--- src/rtl/ciau_params.svh ---
// Register map, field positions, op codes and limits of the integer arithmetic unit
`ifndef CIAU_PARAMS_SVH
`define CIAU_PARAMS_SVH

`define CIAU_OFF_CMD      8'h00
`define CIAU_OFF_OPA      8'h04
`define CIAU_OFF_OPB      8'h08
`define CIAU_OFF_RES_LO   8'h0C
`define CIAU_OFF_RES_HI   8'h10
`define CIAU_OFF_FLAGS    8'h14
`define CIAU_OFF_IRQ_STAT 8'h18
`define CIAU_OFF_IRQ_MASK 8'h1C

`define CIAU_CMD_OP_LSB   0
`define CIAU_CMD_OP_MSB   2
`define CIAU_CMD_EXEC_BIT 4
`define CIAU_CMD_DSTK_BIT 5

`define CIAU_FLG_OUT_BIT   0
`define CIAU_FLG_CARRY_BIT 1
`define CIAU_FLG_ERR_BIT   2
`define CIAU_FLG_BUSY_BIT  3

`define CIAU_IRQ_DONE_BIT 0
`define CIAU_IRQ_OUT_BIT  1
`define CIAU_IRQ_ERR_BIT  2

`define CIAU_OP_DIV  3'h0
`define CIAU_OP_DADD 3'h1
`define CIAU_OP_DSUB 3'h2
`define CIAU_OP_ADDC 3'h3
`define CIAU_OP_SUBC 3'h4

`define CIAU_MAX32   32'h7FFFFFFF
`define CIAU_MIN32   32'h80000000
`define CIAU_MIN16   16'h8000
`define CIAU_NEG1_16 16'hFFFF
`define CIAU_ZERO16  16'h0000
`define CIAU_ZERO32  32'h00000000

`define CIAU_DIV_STEPS 5'h10

`endif

--- src/rtl/ciau_pkg.sv ---
// Types shared by the integer arithmetic unit
package ciau_pkg;

    typedef enum logic {
        ST_IDLE,
        ST_DIV
    } ciau_state_type;

    typedef struct packed {
        logic       dst_k;
        logic       exec;
        logic [2:0] op;
    } ciau_cmd_type;

    typedef struct packed {
        logic [15:0] rem;
        logic [15:0] quot;
    } ciau_divres_type;

    typedef struct packed {
        logic err;
        logic out;
        logic done;
    } ciau_irq_type;

endpackage : ciau_pkg

--- src/rtl/ciau_divider.sv ---
// Sequential signed 16-bit divider, restoring on magnitudes
`timescale 1ns/10ps
`include "ciau_params.svh"
module ciau_divider (
    input  wire logic                   clk_sys,
    input  wire logic                   rstn,
    input  wire logic                   start,
    input  wire logic [15:0]            dividend,
    input  wire logic [15:0]            divisor,
    output logic                        done,
    output ciau_pkg::ciau_divres_type   result
);
    import ciau_pkg::*;

    logic        run_q;
    logic [4:0]  cnt_q;
    logic [15:0] quo_q;
    logic [16:0] rem_q;
    logic [15:0] dvs_q;
    logic        negq_q;
    logic        negr_q;
    logic        done_q;
    ciau_divres_type res_q;

    wire [15:0] mag_a    = dividend[15] ? 16'(-dividend) : dividend;
    wire [15:0] mag_b    = divisor[15] ? 16'(-divisor) : divisor;
    wire [16:0] rem_sh   = {rem_q[15:0], quo_q[15]};
    wire [17:0] trial    = {1'b0, rem_sh} - {2'b00, dvs_q};
    wire        fits     = ~trial[17];
    wire        last     = (cnt_q == `CIAU_DIV_STEPS);
    wire [15:0] quo_sign = negq_q ? 16'(-quo_q) : quo_q;
    wire [15:0] rem_sign = negr_q ? 16'(-rem_q[15:0]) : rem_q[15:0];

    ////////////////////////////////////////////////////////////////////////////
    always_ff @(posedge clk_sys or negedge rstn) begin
        if (!rstn) begin
            run_q  <= 1'b0;
            cnt_q  <= 5'h00;
            quo_q  <= 16'h0000;
            rem_q  <= 17'h00000;
            dvs_q  <= 16'h0000;
            negq_q <= 1'b0;
            negr_q <= 1'b0;
            done_q <= 1'b0;
            res_q  <= '0;
        end else begin
            done_q <= 1'b0;
            if (start) begin
                run_q  <= 1'b1;
                cnt_q  <= 5'h00;
                quo_q  <= mag_a;
                rem_q  <= 17'h00000;
                dvs_q  <= mag_b;
                negq_q <= dividend[15] ^ divisor[15];
                negr_q <= dividend[15];
            end else if (run_q && last) begin
                run_q      <= 1'b0;
                done_q     <= 1'b1;
                res_q.quot <= quo_sign;
                res_q.rem  <= rem_sign;
            end else if (run_q) begin
                cnt_q <= cnt_q + 5'h01;
                quo_q <= {quo_q[14:0], fits};
                rem_q <= fits ? trial[16:0] : rem_sh;
            end
        end
    end

    assign done   = done_q;
    assign result = res_q;

endmodule : ciau_divider

--- src/rtl/ciau_top.sv ---
// Integer arithmetic unit: division tail, saturating double-word, carry add/sub, APB slave
//
// The implementer's own choices: the placing of the registers and the APB slave port.
`timescale 1ns/10ps
`include "ciau_params.svh"
module ciau_top (
    input  wire logic        clk_sys,
    input  wire logic        rstn,
    input  wire logic        psel,
    input  wire logic        penable,
    input  wire logic        pwrite,
    input  wire logic [7:0]  paddr,
    input  wire logic [31:0] pwdata,
    output logic [31:0]      prdata,
    output logic             pready,
    output logic             pslverr,
    output logic             irq
);
    import ciau_pkg::*;

    ////////////////////////////////////////////////////////////////////////////
    // State

    ciau_state_type  state_q;
    ciau_cmd_type    cmd_q;
    logic [31:0]     opa_q;
    logic [31:0]     opb_q;
    logic [15:0]     res_lo_q;
    logic [15:0]     res_hi_q;
    logic            out_q;
    logic            carry_q;
    logic            err_q;
    ciau_irq_type    irq_stat_q;
    ciau_irq_type    irq_mask_q;
    logic [31:0]     prdata_q;
    logic            div_done;
    ciau_divres_type div_res;

    ////////////////////////////////////////////////////////////////////////////
    // APB decode

    wire access   = psel & penable;
    wire setup    = psel & ~penable;
    wire hit_cmd  = (paddr == `CIAU_OFF_CMD);
    wire hit_opa  = (paddr == `CIAU_OFF_OPA);
    wire hit_opb  = (paddr == `CIAU_OFF_OPB);
    wire hit_lo   = (paddr == `CIAU_OFF_RES_LO);
    wire hit_hi   = (paddr == `CIAU_OFF_RES_HI);
    wire hit_flg  = (paddr == `CIAU_OFF_FLAGS);
    wire hit_ist  = (paddr == `CIAU_OFF_IRQ_STAT);
    wire hit_imsk = (paddr == `CIAU_OFF_IRQ_MASK);
    wire hit_any  = hit_cmd | hit_opa | hit_opb | hit_lo | hit_hi | hit_flg | hit_ist | hit_imsk;
    wire wr_ok    = access & pwrite & hit_any;
    wire busy     = (state_q == ST_DIV);

    // Operand and command writes during a division are dropped so the
    // in-flight divide and its destination stay consistent
    wire wr_cmd   = wr_ok & hit_cmd & ~busy;
    wire wr_opa   = wr_ok & hit_opa & ~busy;
    wire wr_opb   = wr_ok & hit_opb & ~busy;
    wire wr_flg   = wr_ok & hit_flg;
    wire wr_ist   = wr_ok & hit_ist;
    wire wr_imsk  = wr_ok & hit_imsk;

    ciau_cmd_type new_cmd;
    assign new_cmd.op    = pwdata[`CIAU_CMD_OP_MSB:`CIAU_CMD_OP_LSB];
    assign new_cmd.exec  = pwdata[`CIAU_CMD_EXEC_BIT];
    assign new_cmd.dst_k = pwdata[`CIAU_CMD_DSTK_BIT];

    ////////////////////////////////////////////////////////////////////////////
    // Operands: upper half of a pair in the high 16 bits

    wire [15:0] a16 = opa_q[15:0];
    wire [15:0] b16 = opb_q[15:0];
    wire [31:0] a32 = opa_q;
    wire [31:0] b32 = opb_q;

    ////////////////////////////////////////////////////////////////////////////
    // Saturating double-word add and subtract

    wire [32:0] dsum  = {a32[31], a32} + {b32[31], b32};
    wire [32:0] ddif  = {a32[31], a32} - {b32[31], b32};
    wire        op_sub = (new_cmd.op == `CIAU_OP_DSUB);
    wire [32:0] dwide = op_sub ? ddif : dsum;
    wire        dovf  = dwide[32] ^ dwide[31];
    wire [31:0] dsat  = !dovf ? dwide[31:0] : (dwide[32] ? `CIAU_MIN32 : `CIAU_MAX32);

    ////////////////////////////////////////////////////////////////////////////
    // Carry add and borrow subtract

    wire [16:0] cf17  = {16'h0000, carry_q};
    wire [16:0] addu  = {1'b0, a16} + {1'b0, b16} + cf17;
    wire [16:0] adds  = {a16[15], a16} + {b16[15], b16} + cf17;
    wire [16:0] subu  = {1'b0, a16} - {1'b0, b16} - cf17;
    wire [16:0] subs  = {a16[15], a16} - {b16[15], b16} - cf17;
    wire        add_ovf = adds[16] ^ adds[15];
    wire        sub_ovf = subs[16] ^ subs[15];

    ////////////////////////////////////////////////////////////////////////////
    // Division special cases

    wire div_zero  = (b16 == `CIAU_ZERO16);
    wire div_spec  = (a16 == `CIAU_MIN16) && (b16 == `CIAU_NEG1_16);
    wire is_div    = (new_cmd.op == `CIAU_OP_DIV);
    wire div_start = wr_cmd & new_cmd.exec & is_div & ~div_zero & ~div_spec;

    ciau_divider u_divider (
        .clk_sys  (clk_sys),
        .rstn     (rstn),
        .start    (div_start),
        .dividend (a16),
        .divisor  (b16),
        .done     (div_done),
        .result   (div_res)
    );

    ////////////////////////////////////////////////////////////////////////////
    // Immediate execution outcome of a command write

    logic        imm_wr_lo;
    logic        imm_wr_hi;
    logic [15:0] imm_lo;
    logic [15:0] imm_hi;
    logic        imm_out;
    logic        imm_carry_upd;
    logic        imm_carry;
    logic        imm_err;

    always_comb begin
        imm_wr_lo     = 1'b0;
        imm_wr_hi     = 1'b0;
        imm_lo        = `CIAU_ZERO16;
        imm_hi        = `CIAU_ZERO16;
        imm_out       = 1'b0;
        imm_carry_upd = 1'b0;
        imm_carry     = 1'b0;
        imm_err       = 1'b0;
        if (new_cmd.exec) begin
            case (new_cmd.op)
                `CIAU_OP_DIV: begin
                    if (div_zero) begin
                        imm_err = 1'b1;
                    end else if (div_spec) begin
                        imm_wr_lo = 1'b1;
                        imm_wr_hi = ~new_cmd.dst_k;
                        imm_lo    = `CIAU_MIN16;
                        imm_hi    = `CIAU_ZERO16;
                        imm_out   = 1'b1;
                    end
                end
                `CIAU_OP_DADD, `CIAU_OP_DSUB: begin
                    imm_wr_lo = 1'b1;
                    imm_wr_hi = 1'b1;
                    imm_lo    = dsat[15:0];
                    imm_hi    = dsat[31:16];
                    imm_out   = dovf;
                end
                `CIAU_OP_ADDC: begin
                    imm_wr_lo     = 1'b1;
                    imm_lo        = addu[15:0];
                    imm_out       = add_ovf;
                    imm_carry_upd = 1'b1;
                    imm_carry     = addu[16];
                end
                `CIAU_OP_SUBC: begin
                    imm_wr_lo     = 1'b1;
                    imm_lo        = subu[15:0];
                    imm_out       = sub_ovf;
                    imm_carry_upd = 1'b1;
                    imm_carry     = subu[16];
                end
                default: begin
                    imm_out = 1'b0;
                end
            endcase
        end
    end

    ////////////////////////////////////////////////////////////////////////////
    // Completion events

    wire imm_done  = wr_cmd & ~div_start;
    wire div_fin   = busy & div_done;
    wire ev_done   = imm_done | div_fin;
    wire ev_out    = (imm_done & imm_out) | div_fin;
    wire ev_err    = wr_cmd & imm_err;

    ////////////////////////////////////////////////////////////////////////////
    // Sequencer

    always_ff @(posedge clk_sys or negedge rstn) begin
        if (!rstn) begin
            state_q <= ST_IDLE;
            cmd_q   <= '0;
        end else begin
            unique case (state_q)
                ST_IDLE: begin
                    if (div_start) begin
                        state_q <= ST_DIV;
                        cmd_q   <= new_cmd;
                    end
                end
                ST_DIV: begin
                    if (div_done) begin
                        state_q <= ST_IDLE;
                    end
                end
            endcase
        end
    end

    ////////////////////////////////////////////////////////////////////////////
    // Operand registers

    always_ff @(posedge clk_sys or negedge rstn) begin
        if (!rstn) begin
            opa_q <= `CIAU_ZERO32;
            opb_q <= `CIAU_ZERO32;
        end else begin
            if (wr_opa) begin
                opa_q <= pwdata;
            end
            if (wr_opb) begin
                opb_q <= pwdata;
            end
        end
    end

    ////////////////////////////////////////////////////////////////////////////
    // Result registers

    always_ff @(posedge clk_sys or negedge rstn) begin
        if (!rstn) begin
            res_lo_q <= `CIAU_ZERO16;
            res_hi_q <= `CIAU_ZERO16;
        end else if (div_fin) begin
            res_lo_q <= div_res.quot;
            if (!cmd_q.dst_k) begin
                res_hi_q <= div_res.rem;
            end
        end else if (wr_cmd) begin
            if (imm_wr_lo) begin
                res_lo_q <= imm_lo;
            end
            if (imm_wr_hi) begin
                res_hi_q <= imm_hi;
            end
        end
    end

    ////////////////////////////////////////////////////////////////////////////
    // Output flag and status flags; hardware set wins over a software clear

    always_ff @(posedge clk_sys or negedge rstn) begin
        if (!rstn) begin
            out_q <= 1'b0;
        end else if (div_fin) begin
            out_q <= 1'b1;
        end else if (wr_cmd) begin
            out_q <= imm_out;
        end
    end

    wire clr_carry = wr_flg & pwdata[`CIAU_FLG_CARRY_BIT];
    wire clr_err   = wr_flg & pwdata[`CIAU_FLG_ERR_BIT];

    always_ff @(posedge clk_sys or negedge rstn) begin
        if (!rstn) begin
            carry_q <= 1'b0;
        end else if (wr_cmd && imm_carry_upd) begin
            carry_q <= imm_carry;
        end else if (clr_carry) begin
            carry_q <= 1'b0;
        end
    end

    always_ff @(posedge clk_sys or negedge rstn) begin
        if (!rstn) begin
            err_q <= 1'b0;
        end else if (ev_err) begin
            err_q <= 1'b1;
        end else if (clr_err) begin
            err_q <= 1'b0;
        end
    end

    ////////////////////////////////////////////////////////////////////////////
    // Interrupts: sticky, write one to clear, set beats clear

    ciau_irq_type ev_vec;
    ciau_irq_type w1c_vec;
    assign ev_vec.done  = ev_done;
    assign ev_vec.out   = ev_out;
    assign ev_vec.err   = ev_err;
    assign w1c_vec.done = wr_ist & pwdata[`CIAU_IRQ_DONE_BIT];
    assign w1c_vec.out  = wr_ist & pwdata[`CIAU_IRQ_OUT_BIT];
    assign w1c_vec.err  = wr_ist & pwdata[`CIAU_IRQ_ERR_BIT];

    always_ff @(posedge clk_sys or negedge rstn) begin
        if (!rstn) begin
            irq_stat_q <= '0;
            irq_mask_q <= '0;
        end else begin
            irq_stat_q <= ev_vec | (irq_stat_q & ~w1c_vec);
            if (wr_imsk) begin
                irq_mask_q <= pwdata[2:0];
            end
        end
    end

    ////////////////////////////////////////////////////////////////////////////
    // Read path, sampled in the setup phase so the access phase needs no wait

    wire [31:0] flags_word = {28'h0000000, busy, err_q, carry_q, out_q};
    wire [31:0] cmd_word   = {26'h0000000, cmd_q.dst_k, cmd_q.exec, 1'b0, cmd_q.op};

    logic [31:0] rd_mux;
    always_comb begin
        rd_mux = `CIAU_ZERO32;
        if (hit_cmd) begin
            rd_mux = cmd_word;
        end else if (hit_opa) begin
            rd_mux = opa_q;
        end else if (hit_opb) begin
            rd_mux = opb_q;
        end else if (hit_lo) begin
            rd_mux = {16'h0000, res_lo_q};
        end else if (hit_hi) begin
            rd_mux = {16'h0000, res_hi_q};
        end else if (hit_flg) begin
            rd_mux = flags_word;
        end else if (hit_ist) begin
            rd_mux = {29'h00000000, irq_stat_q};
        end else if (hit_imsk) begin
            rd_mux = {29'h00000000, irq_mask_q};
        end
    end

    always_ff @(posedge clk_sys or negedge rstn) begin
        if (!rstn) begin
            prdata_q <= `CIAU_ZERO32;
        end else if (setup && !pwrite) begin
            prdata_q <= rd_mux;
        end
    end

    assign prdata  = prdata_q;
    assign pready  = 1'b1;
    assign pslverr = access & ~hit_any;
    assign irq     = |(irq_stat_q & irq_mask_q);

endmodule : ciau_top

--- config.mk ---
export PLATFORM = sky130hd
export DESIGN_NAME = ciau_top
export DESIGN_NICKNAME = d
export VERILOG_FILES = /design/src/rtl/ciau_pkg.sv /design/src/rtl/ciau_divider.sv /design/src/rtl/ciau_top.sv
export VERILOG_INCLUDE_DIRS = /design/src /design/src/rtl
export SDC_FILE = /design/constraint.sdc
export NUM_CORES = 1
export LEC_CHECK = 0
export ABC_AREA = 1
export BUFFER_PORTS_ARGS = -buffer_cell sky130_fd_sc_hd__buf_2
export CAP_MARGIN = 10
export CORE_ASPECT_RATIO = 0.75
export CORE_MARGIN = 1
export CORE_UTILIZATION = 40
export DETAILED_ROUTE_END_ITERATION = 16
export HOLD_SLACK_MARGIN = 0.02
export SLEW_MARGIN = 5
export SYNTH_ARGS = -nofsm -noshare
export SYNTH_HDL_FRONTEND = slang
export SYNTH_SLANG_ARGS = --single-unit
--- constraint.sdc ---
create_clock -name clk_sys -period 5.9 [get_ports clk_sys]
set_input_delay 0.59 -clock clk_sys [delete_from_list [all_inputs] [get_ports clk_sys]]
set_output_delay 0.59 -clock clk_sys [all_outputs]
set_load 0.005 [all_outputs]
==> flow_summary.json <==
{
  "status": "finished, final reports clean",
  "fin_crit_ns": 4.80,
  "portBuffers": 78,
  "finalHoldViolations": 0,
  "cpMostUsedCell": "nand2_1",
  "synthTopCellsByArea": "dfrtp_1, nand2_1, o21ai_0",
  "antenna_left": 0,
  "core_mm2": 0.0425,
  "end_kind": "flip-flop",
  "postSynth.topFlopCell": "dfrtp_1",
  "cp_slowest_cell": "dfrtp_1",
  "hpwl_um": 49400,
  "dr.pass1.iters": 6,
  "gp_congestion": 0.993,
  "nets": 2623,
  "setup_viol": 0,
  "ys_ff_latch": 232,
  "routed_wl_um": 62700,
  "avgSynthCellArea_um2": 7.19,
  "critPathKind": "flip-flop to flip-flop",
  "area.growth.synth_to_final_pct": 9.89,
  "antenna_found_initial": 1,
  "maxCapViolCount": 0,
  "netlist.area_leader.share": 0.334,
  "htree_levels": 1,
  "netlist_area_mm2": 0.0174,
  "netlist_instances": 2418,
  "cts_resized": 0,
  "rsz0062_at_grt": "false",
  "finClkSkew_ns": 0.0191,
  "cts_tree": "built",
  "clock_latency_ns": 0.57,
  "period_share": 0.813,
  "ys_warn_count": 0,
  "worst_pin_slew_ns": 1.09,
  "cts_sinks": 232,
  "fin_cells": 3059,
  "rows": 65,
  "cp-start-kind": "flip-flop",
  "report.final.slew_viol_count": 0,
  "grt_usage": 0.282,
  "drc": 0,
  "synth.largest_area_cell": "dfrtp_1",
  "path_max_fanout": 22,
  "syn_nets": 2571,
  "finalSetupTns_ns": 0,
  "seq_area_frac_synth": 0.334,
  "layout-drive-gt1-share": 0.0964,
  "initial_core_util": 0.409,
  "die_area_mm2": 0.0443,
  "num_vias": 16902,
  "cts.path.max_buffers": 3,
  "synthArstFlopShare": 1.00,
  "cp_slowest_stage_delay_ns": 0.43,
  "clk_pin_slew_ns": 0.07,
  "synth_most_common_cell": "nand2_1",
  "die_h_um": 182,
  "max_slew_margin": 0.273,
  "grt_pass1_wl_um": 96800,
  "via_per_inst": 5.53,
  "ir_drop_uv": 191,
  "max_freq_mhz": 208,
  "required_ns": 6.40,
  "yosysUniqueCellTypes": 69,
  "drtIter0Drc": 1775,
  "synth_commonest_cells": "nand2_1, inv_1, o21ai_0, dfrtp_1, a21oi_1",
  "wire_per_inst_um": 20.5,
  "synth_edf_count": 0,
  "leakage_nw": 9.65,
  "powerDensity_mw_per_mm2": 188,
  "num-fill-cells": 4436,
  "cp_data_arrival_time_ns": 5.30,
  "hold_class": "input port to flip-flop",
  "cts_buffers": 26,
  "grt_max_degree": 153,
  "grt_pass1_vias": 15913,
  "dpl.cell_count": 3010,
  "pin_count": 80,
  "grt_overflow": 0,
  "clockRootBuffer": "clkbuf_16",
  "die_x_um": 243
}
through the flow:
step | setup slack, ns | power, mW | util | cell area (µm²) | hold slack, ns
finish | 1.10 | 3.59 | 0.450 | 19100 | 0.291
global route | 0.622 | 3.70 | 0.450 | 19100 | 0.295
CTS | 1.17 | 3.61 | 0.450 | 19100 | 0.270
detailed placement | 1.19 | 1.93 | 0.429 | 18200 | 0.455
global placement | 1.22 | 1.93 | 0.429 | 18200 | 0.451
floorplan | 2.20 | 1.81 | - | 17400 | 0.294
sequential cells by signal (all words and copies together) (netlist names):
signal / count
u_divider.rem_q: 16
res_hi_q: 16
u_divider.run_q: 1
a32: 32
b32: 32
u_divider.negr_q: 1
u_divider.cnt_q: 5
cmd_q: 5
carry_q: 1
irq_mask_q: 3
u_divider.dvs_q: 16
err_q: 1
res_lo_q: 16
u_divider.result: 32
u_divider.quo_q: 16
out_q: 1
u_divider.done: 1
u_divider.negq_q: 1
irq_stat_q: 3
busy: 1
prdata: 32
where the power goes:
part / internal (mW) / switching (mW) / leakage [nW]
clock: 0.948 / 0.735 / 0.420
sequential: 1.59 / 0.00235 / 3.16
combinational: 0.0877 / 0.220 / 6.06
final cells by class:
type	count	area, µm²	share of cell area
multi-input cells	1799	9970	0.522
flip-flops and latches	232	5810	0.304
inverters	311	1170	0.0615
well taps	569	712	0.0373
clock buffers	31	669	0.0351
repair buffers	100	581	0.0304
clock inverters	16	180	0.00944
diodes	1	2.50	0.000131
worst paths after layout:
kind / to / slack, ns / cells past startpoint / from
max reg2reg: res_hi_q[5]$_DFFE_PN0P_ / 1.10 / 29 / b32[1]$_DFFE_PN0P_
max: res_hi_q[5]$_DFFE_PN0P_ / 1.10 / 29 / b32[1]$_DFFE_PN0P_
max in group asynchronous: u_divider.rem_q[13]$_DFFE_PN0P_ / 3.98 / 3 / rstn
min reg2reg: cmd_q[3]$_DFFE_PN0P_ / 0.47 / 1 / cmd_q[3]$_DFFE_PN0P_
min: a32[28]$_DFFE_PN0P_ / 0.29 / 3 / pwdata[28]
min in group asynchronous: err_q$_DFFE_PN0P_ / 0.58 / 2 / rstn
layer usage:
| layer | vias to the layer above | track usage | routed length [µm] |
|---|---|---|---|
| li1 | 8061 | - | - |
| met1 | 8206 | 0.434 | 30800 |
| met2 | 570 | 0.416 | 26300 |
| met3 | 65 | 0.0463 | 4650 |
| met4 | 0 | 0.0473 | 999 |
| met5 | - | 0 | 0 |
what timing repair did:
action	4_1_cts	5_1_grt
setup buffers	0	0
hold endpoints to repair	5	0
hold buffers	1	0
critical path: cells and delay by family, from the launching register on:
family	cells	cell delay [ns]
and+or+nand+nor	19	2.75
buffers and inverters	5	0.68
DFF	1	0.43
adders and majority gates	1	0.37
AOI/OAI and AO/OA	3	0.35
xor gates and xnor gates	1	0.15
cell usage in the layout, fill, tap and decap left out, types with 24 or more instances in the layout:
cell type	n
inv_1	292
nor2_1	163
ha_1	102
o21ai_1	24
nand2_1	597
buf_2	77
xor2_1	76
o21ai_0	261
clkbuf_16	26
nand3_1	112
xnor2_1	34
a21oi_1	165
dfrtp_1	232
nor3_1	37
logic make-up after synthesis:
| family | Yosys count | share of synthesized area |
|---|---|---|
| other | 1 | 0.000216 |
| buffers and inverters | 387 | 0.0925 |
| and+or+nand+nor | 1007 | 0.251 |
| AOI/OAI and AO/OA | 573 | 0.187 |
| xor gates and xnor gates | 110 | 0.0554 |
| adders and majority gates | 108 | 0.0804 |
| DFF | 232 | 0.334 |
Power figures use the tool's default switching activity.
